--- src/pkg/ddswd_defs.svh ---
// What this block does
// (RULE1) with chip select low, one bit is shifted in on each falling serial clock edge, MSB first.
// (RULE2) after 16 bits, or when chip select rises early, the word goes to the selected latch.
// (RULE3) reset clears every latch to zero.
// (RULE4) a word is 16 bits: bits 15..12 are program bits, bits 11..0 are the data value.
// (RULE5) bit 14 set selects fast settling, clear selects slow settling.
// (RULE6) bit 13 set powers the converter down whatever the other bits say; clear runs normally.
// (RULE7) reset leaves speed and power-down at zero: slow mode, normal operation.
// (RULE8) select 00 writes the data to channel B and to the intermediate buffer.
// (RULE9) select 01 writes the data to the buffer only, both outputs stay as they are.
// (RULE10) select 10 writes the data to channel A and copies the buffer into channel B.
// (RULE11) select 11 is reserved and changes no latch and not the buffer.
// (RULE12) whenever a latch or the buffer is written from the word, it takes the twelve data bits.
// (RULE13) the host sends bits 1 and 0 as zero, so only ten bits of value are significant.
// (RULE14) the addressed output changes after the rising serial clock edge that follows bit 0.
// (RULE15) the host loads channel B via a buffer-only word, then sends a channel A word.
// (RULE16) that channel A word changes both outputs on the same update.
`ifndef DDSWD_DEFS_SVH
`define DDSWD_DEFS_SVH

`define DDSWD_WORD_BITS 16
`define DDSWD_DATA_BITS 12
`define DDSWD_CNT_BITS 4
`define DDSWD_LAST_BIT 4'hF
`define DDSWD_SEL_HI_POS 15
`define DDSWD_SPEED_POS 14
`define DDSWD_PDOWN_POS 13
`define DDSWD_SEL_LO_POS 12
`define DDSWD_DATA_MSB 11
`define DDSWD_FIFO_DEPTH 16
`define DDSWD_DATA_RST 12'h000
`define DDSWD_SPEED_RST 1'h0
`define DDSWD_PDOWN_RST 1'h0

`endif

--- src/pkg/ddswd_pkg.sv ---
package ddswd_pkg;
    // shifter progress, gray along idle -> shift -> done
    typedef enum logic [1:0] {
        SH_IDLE = 2'h0,
        SH_SHIFT = 2'h1,
        SH_DONE = 2'h3
    } ddswd_shift_type;

    // latch select code formed from bits 15 and 12
    typedef enum logic [1:0] {
        SEL_B_AND_BUF = 2'h0,
        SEL_BUF_ONLY = 2'h1,
        SEL_A_COPY_B = 2'h2,
        SEL_RESERVED = 2'h3
    } ddswd_sel_type;
endpackage : ddswd_pkg

--- src/rtl/ddswd_decoder.sv ---
`include "ddswd_defs.svh"

module ddswd_decoder #(
    parameter int FIFO_DEPTH = `DDSWD_FIFO_DEPTH
) (
    input wire logic clock,
    input wire logic sys_rst,
    input wire logic chip_select_n,
    input wire logic serial_clock,
    input wire logic serial_data,
    input wire logic update_hold,
    output logic [`DDSWD_DATA_BITS-1:0] channel_a_output,
    output logic [`DDSWD_DATA_BITS-1:0] channel_b_output,
    output logic [`DDSWD_DATA_BITS-1:0] buffer_value,
    output logic speed_select_bit,
    output logic power_down_flag,
    output logic word_dropped
);
    logic [2:0] pins_sync;
    logic cs_n_s;
    logic sclk_s;
    logic din_s;
    logic sclk_prev_q;
    logic cs_n_prev_q;
    logic sclk_fall;
    logic sclk_rise;
    logic cs_rise;
    ddswd_pkg::ddswd_shift_type state_q;
    logic [`DDSWD_CNT_BITS-1:0] count_q;
    logic [`DDSWD_WORD_BITS-1:0] shift_q;
    logic push_valid;
    logic push_ready;
    logic pop_valid;
    logic pop_ready;
    logic [`DDSWD_WORD_BITS-1:0] pop_word;
    logic take;
    ddswd_pkg::ddswd_sel_type sel;
    logic [`DDSWD_DATA_BITS-1:0] new_data;
    logic [`DDSWD_DATA_BITS-1:0] chan_a_q;
    logic [`DDSWD_DATA_BITS-1:0] chan_b_q;
    logic [`DDSWD_DATA_BITS-1:0] buf_q;
    logic speed_q;
    logic pdown_q;
    logic dropped_q;

    // pins come from the host's domain, so all three pass two flops
    ddswd_sync #(
        .WIDTH(3)
    ) u_sync (
        .clock(clock),
        .sys_rst(sys_rst),
        .async_in({chip_select_n, serial_clock, serial_data}),
        .sync_out(pins_sync)
    );

    assign cs_n_s = pins_sync[2];
    assign sclk_s = pins_sync[1];
    assign din_s = pins_sync[0];

    // edge history of the synchronised pins
    always_ff @(posedge clock)
    begin
        if (sys_rst)
        begin
            sclk_prev_q <= 1'h1;
            cs_n_prev_q <= 1'h1;
        end
        else
        begin
            sclk_prev_q <= sclk_s;
            cs_n_prev_q <= cs_n_s;
        end
    end

    // data and clock share the sync delay, so data is sampled at the fall it belongs to
    assign sclk_fall = sclk_prev_q && !sclk_s;
    assign sclk_rise = !sclk_prev_q && sclk_s;
    assign cs_rise = !cs_n_prev_q && cs_n_s;

    // shifter: msb first on falling edges while selected
    // shift_q is kept across frames, so a cut word carries older bits above the new ones
    always_ff @(posedge clock)
    begin
        if (sys_rst)
        begin
            state_q <= ddswd_pkg::SH_IDLE;
            count_q <= '0;
            shift_q <= '0;
        end
        else if (cs_n_s)
        begin
            state_q <= ddswd_pkg::SH_IDLE;
            count_q <= '0;
        end
        else
        begin
            case (state_q)
                ddswd_pkg::SH_IDLE,
                ddswd_pkg::SH_SHIFT:
                begin
                    if (sclk_fall)
                    begin
                        shift_q <= {shift_q[`DDSWD_WORD_BITS-2:0], din_s}; // RULE1
                        count_q <= count_q + 1'h1;
                        if (count_q == `DDSWD_LAST_BIT)
                            state_q <= ddswd_pkg::SH_DONE; // RULE2
                        else
                            state_q <= ddswd_pkg::SH_SHIFT;
                    end
                end
                ddswd_pkg::SH_DONE:
                begin
                    // a second word may follow under the same select
                    if (sclk_rise)
                    begin
                        state_q <= ddswd_pkg::SH_IDLE;
                        count_q <= '0;
                    end
                end
                default:
                begin
                    state_q <= ddswd_pkg::SH_IDLE;
                    count_q <= '0;
                end
            endcase
        end
    end

    // hand the word on at the rise after bit 0, or at an early deselect
    assign push_valid = ((state_q == ddswd_pkg::SH_DONE) && sclk_rise && !cs_n_s) // RULE14
        || (cs_rise && (state_q != ddswd_pkg::SH_IDLE)); // RULE2

    // the host cannot be stalled, so a word meeting a full fifo is lost and flagged
    always_ff @(posedge clock)
    begin
        if (sys_rst)
            dropped_q <= 1'h0;
        else
            dropped_q <= push_valid && !push_ready;
    end

    ddswd_fifo #(
        .WIDTH(`DDSWD_WORD_BITS),
        .DEPTH(FIFO_DEPTH)
    ) u_fifo (
        .clock(clock),
        .sys_rst(sys_rst),
        .in_valid(push_valid),
        .in_ready(push_ready),
        .in_data(shift_q),
        .out_valid(pop_valid),
        .out_ready(pop_ready),
        .out_data(pop_word)
    );

    // hold lets the system freeze updates; words queue up meanwhile
    assign pop_ready = !update_hold;
    assign take = pop_valid && pop_ready;

    // word fields
    assign sel = ddswd_pkg::ddswd_sel_type'({pop_word[`DDSWD_SEL_HI_POS],
        pop_word[`DDSWD_SEL_LO_POS]}); // RULE4
    assign new_data = pop_word[`DDSWD_DATA_MSB:0]; // RULE12

    // mode bits: power-down overrides the whole word
    always_ff @(posedge clock)
    begin
        if (sys_rst)
        begin
            speed_q <= `DDSWD_SPEED_RST; // RULE7
            pdown_q <= `DDSWD_PDOWN_RST; // RULE7
        end
        else if (take)
        begin
            if (pop_word[`DDSWD_PDOWN_POS])
                pdown_q <= 1'h1; // RULE6
            else
            begin
                pdown_q <= 1'h0; // RULE6
                speed_q <= pop_word[`DDSWD_SPEED_POS]; // RULE5
            end
        end
    end

    // latches and buffer
    always_ff @(posedge clock)
    begin
        if (sys_rst)
        begin
            chan_a_q <= `DDSWD_DATA_RST; // RULE3
            chan_b_q <= `DDSWD_DATA_RST; // RULE3
            buf_q <= `DDSWD_DATA_RST; // RULE3
        end
        else if (take && !pop_word[`DDSWD_PDOWN_POS])
        begin
            case (sel)
                ddswd_pkg::SEL_B_AND_BUF:
                begin
                    chan_b_q <= new_data; // RULE8
                    buf_q <= new_data; // RULE8
                end
                ddswd_pkg::SEL_BUF_ONLY:
                    buf_q <= new_data; // RULE9
                ddswd_pkg::SEL_A_COPY_B:
                begin
                    chan_a_q <= new_data; // RULE10
                    chan_b_q <= buf_q; // RULE16
                end
                ddswd_pkg::SEL_RESERVED:
                    chan_a_q <= chan_a_q; // RULE11
                default:
                    chan_a_q <= chan_a_q;
            endcase
        end
    end

    // bits 1 and 0 are passed through; a host that breaks the zero convention just
    // sees them in the low bits, the ten-bit value above is unaffected
    assign channel_a_output = chan_a_q;
    assign channel_b_output = chan_b_q;
    assign buffer_value = buf_q;
    assign speed_select_bit = speed_q;
    assign power_down_flag = pdown_q;
    assign word_dropped = dropped_q;

    // checks: mode and latch checks look one clock after the word is applied
    // the reset checks run without a disable so that they see the reset itself
    reset_clears_a: assert property (@(posedge clock) // RULE3
        sys_rst |=> chan_a_q == '0 && chan_b_q == '0 && buf_q == '0)
        else $error("latches not cleared by reset");

    reset_modes_a: assert property (@(posedge clock) // RULE7
        sys_rst |=> !speed_q && !pdown_q)
        else $error("mode bits not cleared by reset");

    cs_idle_a: assert property (@(posedge clock) disable iff (sys_rst) // RULE1
        cs_n_s |=> state_q == ddswd_pkg::SH_IDLE && count_q == '0)
        else $error("shifter not idle while deselected");

    sixteen_bits_a: assert property (@(posedge clock) disable iff (sys_rst) // RULE2
        !cs_n_s && sclk_fall && state_q == ddswd_pkg::SH_SHIFT
        && count_q == `DDSWD_LAST_BIT |=> state_q == ddswd_pkg::SH_DONE)
        else $error("word not complete after sixteen bits");

    shift_msb_a: assert property (@(posedge clock) disable iff (sys_rst) // RULE1
        !cs_n_s && sclk_fall && state_q != ddswd_pkg::SH_DONE
        |=> shift_q[0] == $past(din_s) && shift_q[15:1] == $past(shift_q[14:0]))
        else $error("serial bit not shifted in msb first");

    update_edge_a: assert property (@(posedge clock) disable iff (sys_rst) // RULE14
        state_q == ddswd_pkg::SH_DONE && sclk_rise && !cs_n_s && push_ready
        |-> push_valid ##2 pop_valid)
        else $error("word not handed on at rising edge after bit 0");

    cs_early_a: assert property (@(posedge clock) disable iff (sys_rst) // RULE2
        cs_rise && state_q == ddswd_pkg::SH_SHIFT && push_ready |-> push_valid ##2 pop_valid)
        else $error("cut word not handed on at deselect");

    drop_flag_a: assert property (@(posedge clock) disable iff (sys_rst) // RULE2
        push_valid && !push_ready |=> word_dropped)
        else $error("lost word not flagged");

    apply_only_a: assert property (@(posedge clock) disable iff (sys_rst) // RULE14
        !take |=> $stable(chan_a_q) && $stable(chan_b_q) && $stable(buf_q)
        && $stable(speed_q) && $stable(pdown_q))
        else $error("output moved without an applied word");

    power_down_a: assert property (@(posedge clock) disable iff (sys_rst) // RULE6
        take && pop_word[`DDSWD_PDOWN_POS]
        |=> pdown_q && $stable(chan_a_q) && $stable(chan_b_q) && $stable(buf_q)
        && $stable(speed_q))
        else $error("power-down word changed other state");

    speed_set_a: assert property (@(posedge clock) disable iff (sys_rst) // RULE5
        take && !pop_word[`DDSWD_PDOWN_POS]
        |=> speed_q == $past(pop_word[`DDSWD_SPEED_POS]) && !pdown_q)
        else $error("speed bit not applied");

    sel_b_buf_a: assert property (@(posedge clock) disable iff (sys_rst) // RULE8
        take && !pop_word[`DDSWD_PDOWN_POS] && sel == ddswd_pkg::SEL_B_AND_BUF
        |=> chan_b_q == $past(new_data) && buf_q == $past(new_data)
        && $stable(chan_a_q))
        else $error("select 00 did not load channel B and buffer");

    sel_buf_only_a: assert property (@(posedge clock) disable iff (sys_rst) // RULE9
        take && !pop_word[`DDSWD_PDOWN_POS] && sel == ddswd_pkg::SEL_BUF_ONLY
        |=> buf_q == $past(new_data) && $stable(chan_a_q) && $stable(chan_b_q))
        else $error("select 01 touched an output");

    sel_a_copy_a: assert property (@(posedge clock) disable iff (sys_rst) // RULE16
        take && !pop_word[`DDSWD_PDOWN_POS] && sel == ddswd_pkg::SEL_A_COPY_B
        |=> chan_a_q == $past(new_data) && chan_b_q == $past(buf_q))
        else $error("select 10 did not update both channels together");

    sel_a_buf_a: assert property (@(posedge clock) disable iff (sys_rst) // RULE10
        take && !pop_word[`DDSWD_PDOWN_POS] && sel == ddswd_pkg::SEL_A_COPY_B
        |=> $stable(buf_q))
        else $error("select 10 disturbed the buffer");

    sel_reserved_a: assert property (@(posedge clock) disable iff (sys_rst) // RULE11
        take && sel == ddswd_pkg::SEL_RESERVED
        |=> $stable(chan_a_q) && $stable(chan_b_q) && $stable(buf_q))
        else $error("reserved select changed a latch");

    data_field_a: assert property (@(posedge clock) disable iff (sys_rst) // RULE12
        take && !pop_word[`DDSWD_PDOWN_POS] && sel != ddswd_pkg::SEL_RESERVED
        |=> buf_q == $past(new_data) || chan_a_q == $past(new_data))
        else $error("data field not taken as the new value");
endmodule : ddswd_decoder

--- src/rtl/ddswd_sync.sv ---
// two-flop synchroniser, one stage pair per bit
module ddswd_sync #(
    parameter int WIDTH = 3
) (
    input wire logic clock,
    input wire logic sys_rst,
    input wire logic [WIDTH-1:0] async_in,
    output logic [WIDTH-1:0] sync_out
);
    genvar i;
    generate
        for (i = 0; i < WIDTH; i++)
        begin : g_bit
            logic meta_q;
            logic stable_q;
            // first stage feeds only the second
            always_ff @(posedge clock)
            begin
                if (sys_rst)
                begin
                    meta_q <= 1'h1;
                    stable_q <= 1'h1;
                end
                else
                begin
                    meta_q <= async_in[i];
                    stable_q <= meta_q;
                end
            end
            assign sync_out[i] = stable_q;
        end
    endgenerate
endmodule : ddswd_sync

--- src/rtl/ddswd_fifo.sv ---
// word fifo with registered read data; one extra word lives in the output stage
module ddswd_fifo #(
    parameter int WIDTH = 16,
    parameter int DEPTH = 16
) (
    input wire logic clock,
    input wire logic sys_rst,
    input wire logic in_valid,
    output logic in_ready,
    input wire logic [WIDTH-1:0] in_data,
    output logic out_valid,
    input wire logic out_ready,
    output logic [WIDTH-1:0] out_data
);
    localparam int AW = $clog2(DEPTH);
    logic [WIDTH-1:0] mem_q [DEPTH];
    logic [AW-1:0] wr_ptr_q;
    logic [AW-1:0] rd_ptr_q;
    logic [AW:0] count_q;
    logic out_valid_q;
    logic [WIDTH-1:0] out_data_q;
    logic do_wr;
    logic do_load;

    // full when the memory holds DEPTH words; the output stage holds one more on top
    assign in_ready = count_q != (AW+1)'(DEPTH);
    assign do_wr = in_valid && in_ready;
    // refill the output stage when it is empty or being taken
    assign do_load = (count_q != '0) && (!out_valid_q || out_ready);
    assign out_valid = out_valid_q;
    assign out_data = out_data_q;

    // storage write
    always_ff @(posedge clock)
    begin
        if (do_wr)
            mem_q[wr_ptr_q] <= in_data;
    end

    // pointers and fill level
    always_ff @(posedge clock)
    begin
        if (sys_rst)
        begin
            wr_ptr_q <= '0;
            rd_ptr_q <= '0;
            count_q <= '0;
        end
        else
        begin
            if (do_wr)
                wr_ptr_q <= wr_ptr_q + 1'h1;
            if (do_load)
                rd_ptr_q <= rd_ptr_q + 1'h1;
            count_q <= count_q + (AW+1)'(do_wr) - (AW+1)'(do_load);
        end
    end

    // output register
    always_ff @(posedge clock)
    begin
        if (sys_rst)
        begin
            out_valid_q <= 1'h0;
            out_data_q <= '0;
        end
        else if (do_load)
        begin
            out_valid_q <= 1'h1;
            out_data_q <= mem_q[rd_ptr_q];
        end
        else if (out_ready)
            out_valid_q <= 1'h0;
    end
endmodule : ddswd_fifo

--- config.mk ---
export PLATFORM = sky130hd
export DESIGN_NAME = ddswd_decoder
export DESIGN_NICKNAME = d
export VERILOG_FILES = /design/src/pkg/ddswd_pkg.sv /design/src/rtl/ddswd_decoder.sv /design/src/rtl/ddswd_sync.sv /design/src/rtl/ddswd_fifo.sv
export VERILOG_INCLUDE_DIRS = /design/src /design/src/pkg
export SDC_FILE = /design/constraint.sdc
export NUM_CORES = 1
export LEC_CHECK = 0
export ABC_AREA = 1
export BUFFER_PORTS_ARGS = -buffer_cell sky130_fd_sc_hd__buf_2
export CAP_MARGIN = 0
export CELL_PAD_IN_SITES_DETAIL_PLACEMENT = 2
export CELL_PAD_IN_SITES_GLOBAL_PLACEMENT = 2
export CORE_MARGIN = 2
export CORE_UTILIZATION = 42
export CTS_BUF_LIST = sky130_fd_sc_hd__clkbuf_8
export DETAILED_ROUTE_END_ITERATION = 6
export PLACE_DENSITY = 0.84
export SYNTH_ARGS = -nofsm -noshare
export SYNTH_HDL_FRONTEND = slang
export SYNTH_SLANG_ARGS = --single-unit
export TNS_END_PERCENT = 5
--- constraint.sdc ---
create_clock -name clock -period 3.6 [get_ports clock]
set_clock_uncertainty 0.15 [all_clocks]
set_input_delay 0.72 -clock clock [delete_from_list [all_inputs] [get_ports clock]]
set_output_delay 0.72 -clock clock [all_outputs]
set_load 0.02 [all_outputs]
### Yosys cells after proc, flatten, opt, wreduce, memory -nomap -nowiden

Memory sizes are Yosys's and may differ from the RTL's. A register that Yosys moved wholly into a read port is not among the register bits.
Index checks and enable logic that the tools add are counted.

| word-level totals | value |
|---|---|
| memories | 1 |
| register bits after elaboration | 83 |
| RAM bits | 256 |
| logic and storage cells | 86 |
| output and inout bits | 39 |

| operators by class | value |
|---|---|
| $add $sub $neg | 5 |
| reductions and logical operators | 35 |
| mux-type cells | 13 |
| bitwise operators | 2 |
| eq/ne operators | 9 |

Memory list:

| memory | words | bits a word | read ports | clocked after Yosys merged registers in | wr ports | line | text |
|---|---|---|---|---|---|---|---|
| u_fifo.mem_q | 16 | 16 | 1 | 1 | 1 | ddswd_fifo.sv:16 | `logic [WIDTH-1:0] mem_q [DEPTH];` |

Operators by type and width:

| operator | count |
|---|---|
| 12-bit case mux with 2 select lines | 1 |
| 4-bit by 1-bit adder with 4-bit output, second input constant | 3 |
| 1-bit logical AND | 11 |
| 2-bit AND reduction | 5 |
| 1-bit zero test | 8 |
| 4-bit two-way mux | 2 |
| 4-bit case mux with 2 select lines | 1 |
| 2-bit two-way mux | 3 |
| 2-bit OR reduction | 3 |
| 5-bit by 1-bit adder with 5-bit output | 1 |
| 1-bit two-way mux | 5 |
| 5-bit != test, second input constant | 1 |
| 5-bit nonzero test | 1 |
| 5-bit by 1-bit subtractor with 5-bit output | 1 |
| 2-bit by 1-bit == test with 1-bit output, second input constant | 2 |
| 2-bit == test, second input constant | 2 |
| 4-bit == test, second input constant | 1 |
| 2-bit zero test | 2 |
| 2-bit != test, second input constant | 2 |
| 2-bit case mux with 2 select lines | 1 |
| 2-bit nonzero test | 2 |
| 3-bit AND reduction | 1 |
| 1-bit logical OR | 2 |
| 2-bit by 1-bit != test with 1-bit output, second input constant | 1 |
| 1-bit inverter | 2 |

### Logic depth before layout (Yosys ltp)

| logic depth | value |
|---|---|
| depth in word-level cells | 8 |
| mapped depth | 14 |
| gate-level depth less buffers | 13 |

### Modules after synthesis

A second synthesis with hierarchy kept.

| unflattened totals | value |
|---|---|
| cells, all modules | 1641 |
| area total of the unflattened synthesis | 15075.7 um^2 |

Modules (own cells, without submodules):

| module | instances | seq. area each (um^2) | area each (um^2) | cells each |
|---|---|---|---|---|
| ddswd_fifo | 1 | 8287.9 | 12155.4 | 1200 |
| ddswd_decoder | 1 | 1261.2 | 2728.9 | 419 |
| ddswd_sync | 1 | 120.1 | 191.4 | 22 |

### Worst setup path before layout

No wires, ideal clock.

| timing | value |
|---|---|
| kind | input port to flip-flop |
| start | input update_hold |
| end | register u_fifo.count_q[4] |
| buffers on the path | 1 |
| arrival | 2.589 ns |
| data required time | 3.380 ns |
| slack | 0.791 ns |
| cell stages on the path | 12 |
| path through | nand2_1 -> nand2_2 -> inv_1 -> buf_2 -> ha_1 -> inv_1 -> ha_1 -> inv_1 -> fa_1 -> o31ai_1 -> o21ai_0 -> a21oi_1 |

| between the ends | value |
|---|---|
| word-level cells in the longest chain between the ends | 4 |

RTL lines:

| what | line | text |
|---|---|---|
| start, declared | ddswd_decoder.sv:11 | `input wire logic update_hold,` |
| 1-bit zero test | ddswd_decoder.sv:157 | `assign pop_ready = !update_hold;` |
| 1-bit logical OR | ddswd_fifo.sv:29 | `assign do_load = (count_q != '0) && (!out_valid_q \|\| out_ready);` |
| 1-bit logical AND | ddswd_fifo.sv:29 |  |
| net u_fifo.do_load | ddswd_fifo.sv:23 | `logic do_load;` |
| 5-bit by 1-bit subtractor with 5-bit output | ddswd_fifo.sv:55 | `count_q <= count_q + (AW+1)'(do_wr) - (AW+1)'(do_load);` |
| end signal, assigned | ddswd_fifo.sv:55 |  |
| end, declared | ddswd_fifo.sv:19 | `logic [AW:0] count_q;` |

The timed path passes the listed nets, and every way through them passes these cells.
A chain may end at the register's enable or synchronous reset.

### Final worst setup path

| timing | value |
|---|---|
| start | register u_fifo.count_q[3] |
| end | register u_fifo.count_q[4] |

| between the ends | value |
|---|---|
| word-level cells in the longest chain between the ends | 4 |
| elaborated cells between the ends (all ways) | 6 |
| classes of those cells | add/sub (2); eq/ne (1); reduce/logical (3) |

RTL lines:

| what | line | text |
|---|---|---|
| 5-bit != test | ddswd_fifo.sv:26 | `assign in_ready = count_q != (AW+1)'(DEPTH);` |
| 1-bit logical AND | ddswd_fifo.sv:27 | `assign do_wr = in_valid && in_ready;` |
| net u_fifo.do_wr | ddswd_fifo.sv:22 | `logic do_wr;` |
| 5-bit by 1-bit adder with 5-bit output | ddswd_fifo.sv:55 |  |
| 5-bit by 1-bit subtractor with 5-bit output | ddswd_fifo.sv:55 |  |

The timed path passes the listed nets, and every way through them passes these cells.

==> metrics.md <==
| Metric | Value |
|---|---|
| Io pins | `45` |
| CP Data Required Time | `4010 ps` |
| Leak | `7.356 nW` |
| Worst Path Max Fanout | `7` |
| Detailed Routing Iterations Pass 1 | `5` |
| Total Wirelength | `52850 microns` |
| Post-DP HPWL | `27570 microns` |
| Area of the core | `34460 sq um` |
| Critical path's top delay family | `adder cells` |
| Power Total | `11.41 mW` |
| CTS H-tree depth | `2` |
| Die X | `190.7 microns` |
| Syn Inst Count | `1499` |
| CTS Buf Count | `59` |
| Post-Syn Area | `14640 sq um` |
| Area grow syn2layout | `13.09%` |
| Clk slew on worst S/H paths | `60 ps` |
| Tmin final | `2781 ps` |
| Multi-input gate area | `3941 sq um` |
| Most common cell after layout, fill and taps aside | `nand2_1` |
| CP Data Arrival Time | `3190 ps` |
| VDD IR-drop max | `371.9 uV` |
| Period utilization | `77.25%` |
| DR vias | `11500` |
| DRT iter0 DRCs | `834` |
| Clk Latency, worst-skew pair | `640 ps` |
| Clock sink total | `355` |
| Slew Viols, Final | `0` |
| Mapped Nets | `1518` |
| Fin Hold WS | `140.4 ps` |
| Chip Height | `190.7 microns` |
| Post-synth EDFFs | `256` |
| CTS tree | `done` |
| Worst setup SP type | `flip-flop` |
| Worst slew margin | `36.48%` |
| Pre-CTS setup slack | `752.2 ps` |
| Cts hold-fix bufs | `0` |
| Register Area | `9674 sq um` |
| Pin count of the biggest net entering global routing | `74` |
| Top FF cell, synth | `edfxtp_1` |
| Initial antenna violation count | `0` |
| Worst stage delay on the critical path | `460 ps` |
| Fin Setup TNS | `0 ps` |
| GP Congestion | `0.7723` |
| Number of unique standard cell types used by synthesis | `27` |
| Initial Util | `42.47%` |
| Port Buffers | `44` |
| Async S/R FF share, synth | `0%` |
| PostCTS Resize Cnt | `0` |
| Worst Slack Setup Final | `819.0 ps` |
| DR WL/cell | `25.52 microns` |
| HP Class | `input port to flip-flop` |
| Root buf cell | `clkbuf_8` |
| Warnings, synthesis | `0` |
| Hold Fails Final Rpt | `0` |
| Global router's overall resource usage | `29.65%` |
| RSZ-0062 raised after global routing | `no` |
| Die area | `36360 sq um` |
| Aggregate global routing overflow | `0` |
| Cell Rows | `68` |
| Post-route ant nets | `0` |
| # diodes | `0` |
| Vias in the first global route | `12950` |
| Critical path class | `flip-flop to flip-flop` |
| Drt via density | `5.552` |
| NumNets Final | `1587` |
| Total of max-cap violations | `0` |
| Nature of the critical path endpoint | `flip-flop` |
| Register area share after synthesis | `66.07%` |
| Worst Max-Slew Pin Slew | `951.7 ps` |
| Post-synthesis average cell area | `9.763 sq um` |
| Setup violations, final | `0` |
| Fmax | `359.6 MHz` |
| CTS max path bufs | `3` |
| Crit-path cells | `inv_1 -> ha_1 -> nand4_1 -> nand2_1 -> inv_1 -> ha_1 -> inv_1 -> fa_1 -> o31ai_1 -> o21ai_0 -> a21oi_1` |
| Power per cell area | `689.6 nW/um^2` |
| Most frequent cells in the layout | `nand2_1 (445), edfxtp_1 (256), inv_1 (225), nand3_1 (195), dfxtp_1 (97)` |
| Post-CTS setup buffers | `0` |
| Ratio of cells with drive above 1 in the final layout | `11.57%` |
| Slowest-stage cell, CP | `fa_1` |
| Fillcell total | `3585` |
| First-pass GRT wire length | `79950 microns` |
| Remaining routing DRC violations | `0` |
| Synth Register Bits | `355` |
| Cell mode on critical path | `inv_1` |
| Status | `finished clean` |
| WP buf/inv | `3` |
==> layout make-up <==
cell class | instances | share of cell area (%)
Multi-Input combinational cell | 876 | 23.81
Tap cell | 455 | 3.440
Sequential cell | 355 | 58.45
Clock inverter | 42 | 1.005
Inverter | 193 | 4.392
Clock buffer | 67 | 5.572
Timing Repair Buffer | 83 | 3.326
==> cells in the mapped netlist, types with 2 or more instances <==
library cell  count  area [sq um]
or2_2             6         37.54
inv_1           190         713.2
nand3_1         195         975.9
o21ai_0          56         280.3
o21ai_1           8         40.04
edfxtp_1        256          7687
nand2_1         445          1670
ha_1             12         150.1
clkbuf_1         22         82.58
buf_1             8         30.03
inv_2             2         7.510
nor2_2            3         18.77
nor2_1           74         277.8
nand4_1           3         18.77
a31oi_1          12         75.07
xor2_1            4         35.03
dfxtp_1          99          1982
a21oi_1          52         260.3
buf_2            44         220.2
==> sequential cells by signal (all words and copies together), names as in the netlist <==
register	flops
word_dropped	1
u_fifo.out_data	16
power_down_flag	1
u_fifo.rd_ptr_q	4
u_sync.g_bit.stable_q	3
speed_select_bit	1
sclk_prev_q	1
state_q	2
u_sync.g_bit.meta_q	3
cs_n_prev_q	1
buffer_value	12
u_fifo.mem_q	256
count_q	4
u_fifo.wr_ptr_q	4
channel_b_output	12
u_fifo.out_valid	1
u_fifo.count_q	5
channel_a_output	12
shift_q	16
==> worst paths after layout <==
path	from	end	slack, ps	depth (start not counted)
max reg2reg	u_fifo.count_q[3]$_SDFF_PP0_	u_fifo.count_q[4]$_SDFF_PP0_	820	11
min	serial_data	u_sync.g_bit[0].meta_q$_SDFF_PP1_	140	2
max	u_fifo.count_q[3]$_SDFF_PP0_	u_fifo.count_q[4]$_SDFF_PP0_	820	11
min reg2reg	u_sync.g_bit[2].meta_q$_SDFF_PP1_	u_sync.g_bit[2].stable_q$_SDFF_PP1_	270	1
==> cells by family after synthesis <==
group	synth area share, %
xor gates and xnor gates	0.2992
AOI/OAI and AO/OA	4.531
DFF	66.07
and+or+nand+nor	20.66
adders and majority gates	1.163
buffers and inverters	7.275
==> layer usage <==
layer / wire length [microns] / vias up / track usage (%)
met4: 2827 / 0 / 17.11
met5: 0 / - / 0
li1: - / 5045 / -
met3: 2528 / 177 / 4.288
met2: 26900 / 374 / 52.42
met1: 20590 / 5902 / 34.31
==> worst register-to-register path, cell delays in order, from the launching register on <==
cell	delay (ps)
dfxtp_1	370
inv_1	100
ha_1	210
nand4_1	130
nand2_1	170
inv_1	240
ha_1	250
inv_1	80
fa_1	460
o31ai_1	320
o21ai_0	120
a21oi_1	130
==> through the flow <==
stage	utilization (%)	instance area, sq um	std cells
CTS	48.03	16550	2071
floorplan	-	14640	1499
finish	48.03	16550	2071
detailed placement	44.87	15460	1962
global route	48.03	16550	2071
global placement	44.87	15460	1962
==> where the power goes <==
| group | leakage [nW] | switching (mW) | internal, mW |
|---|---|---|---|
| Sequential | 3.10 | 0.234 | 4.56 |
| Clock | 0.695 | 1.78 | 1.69 |
| Combinational | 3.57 | 2.33 | 0.819 |
Note: power is estimated with default switching activity, not from simulation.
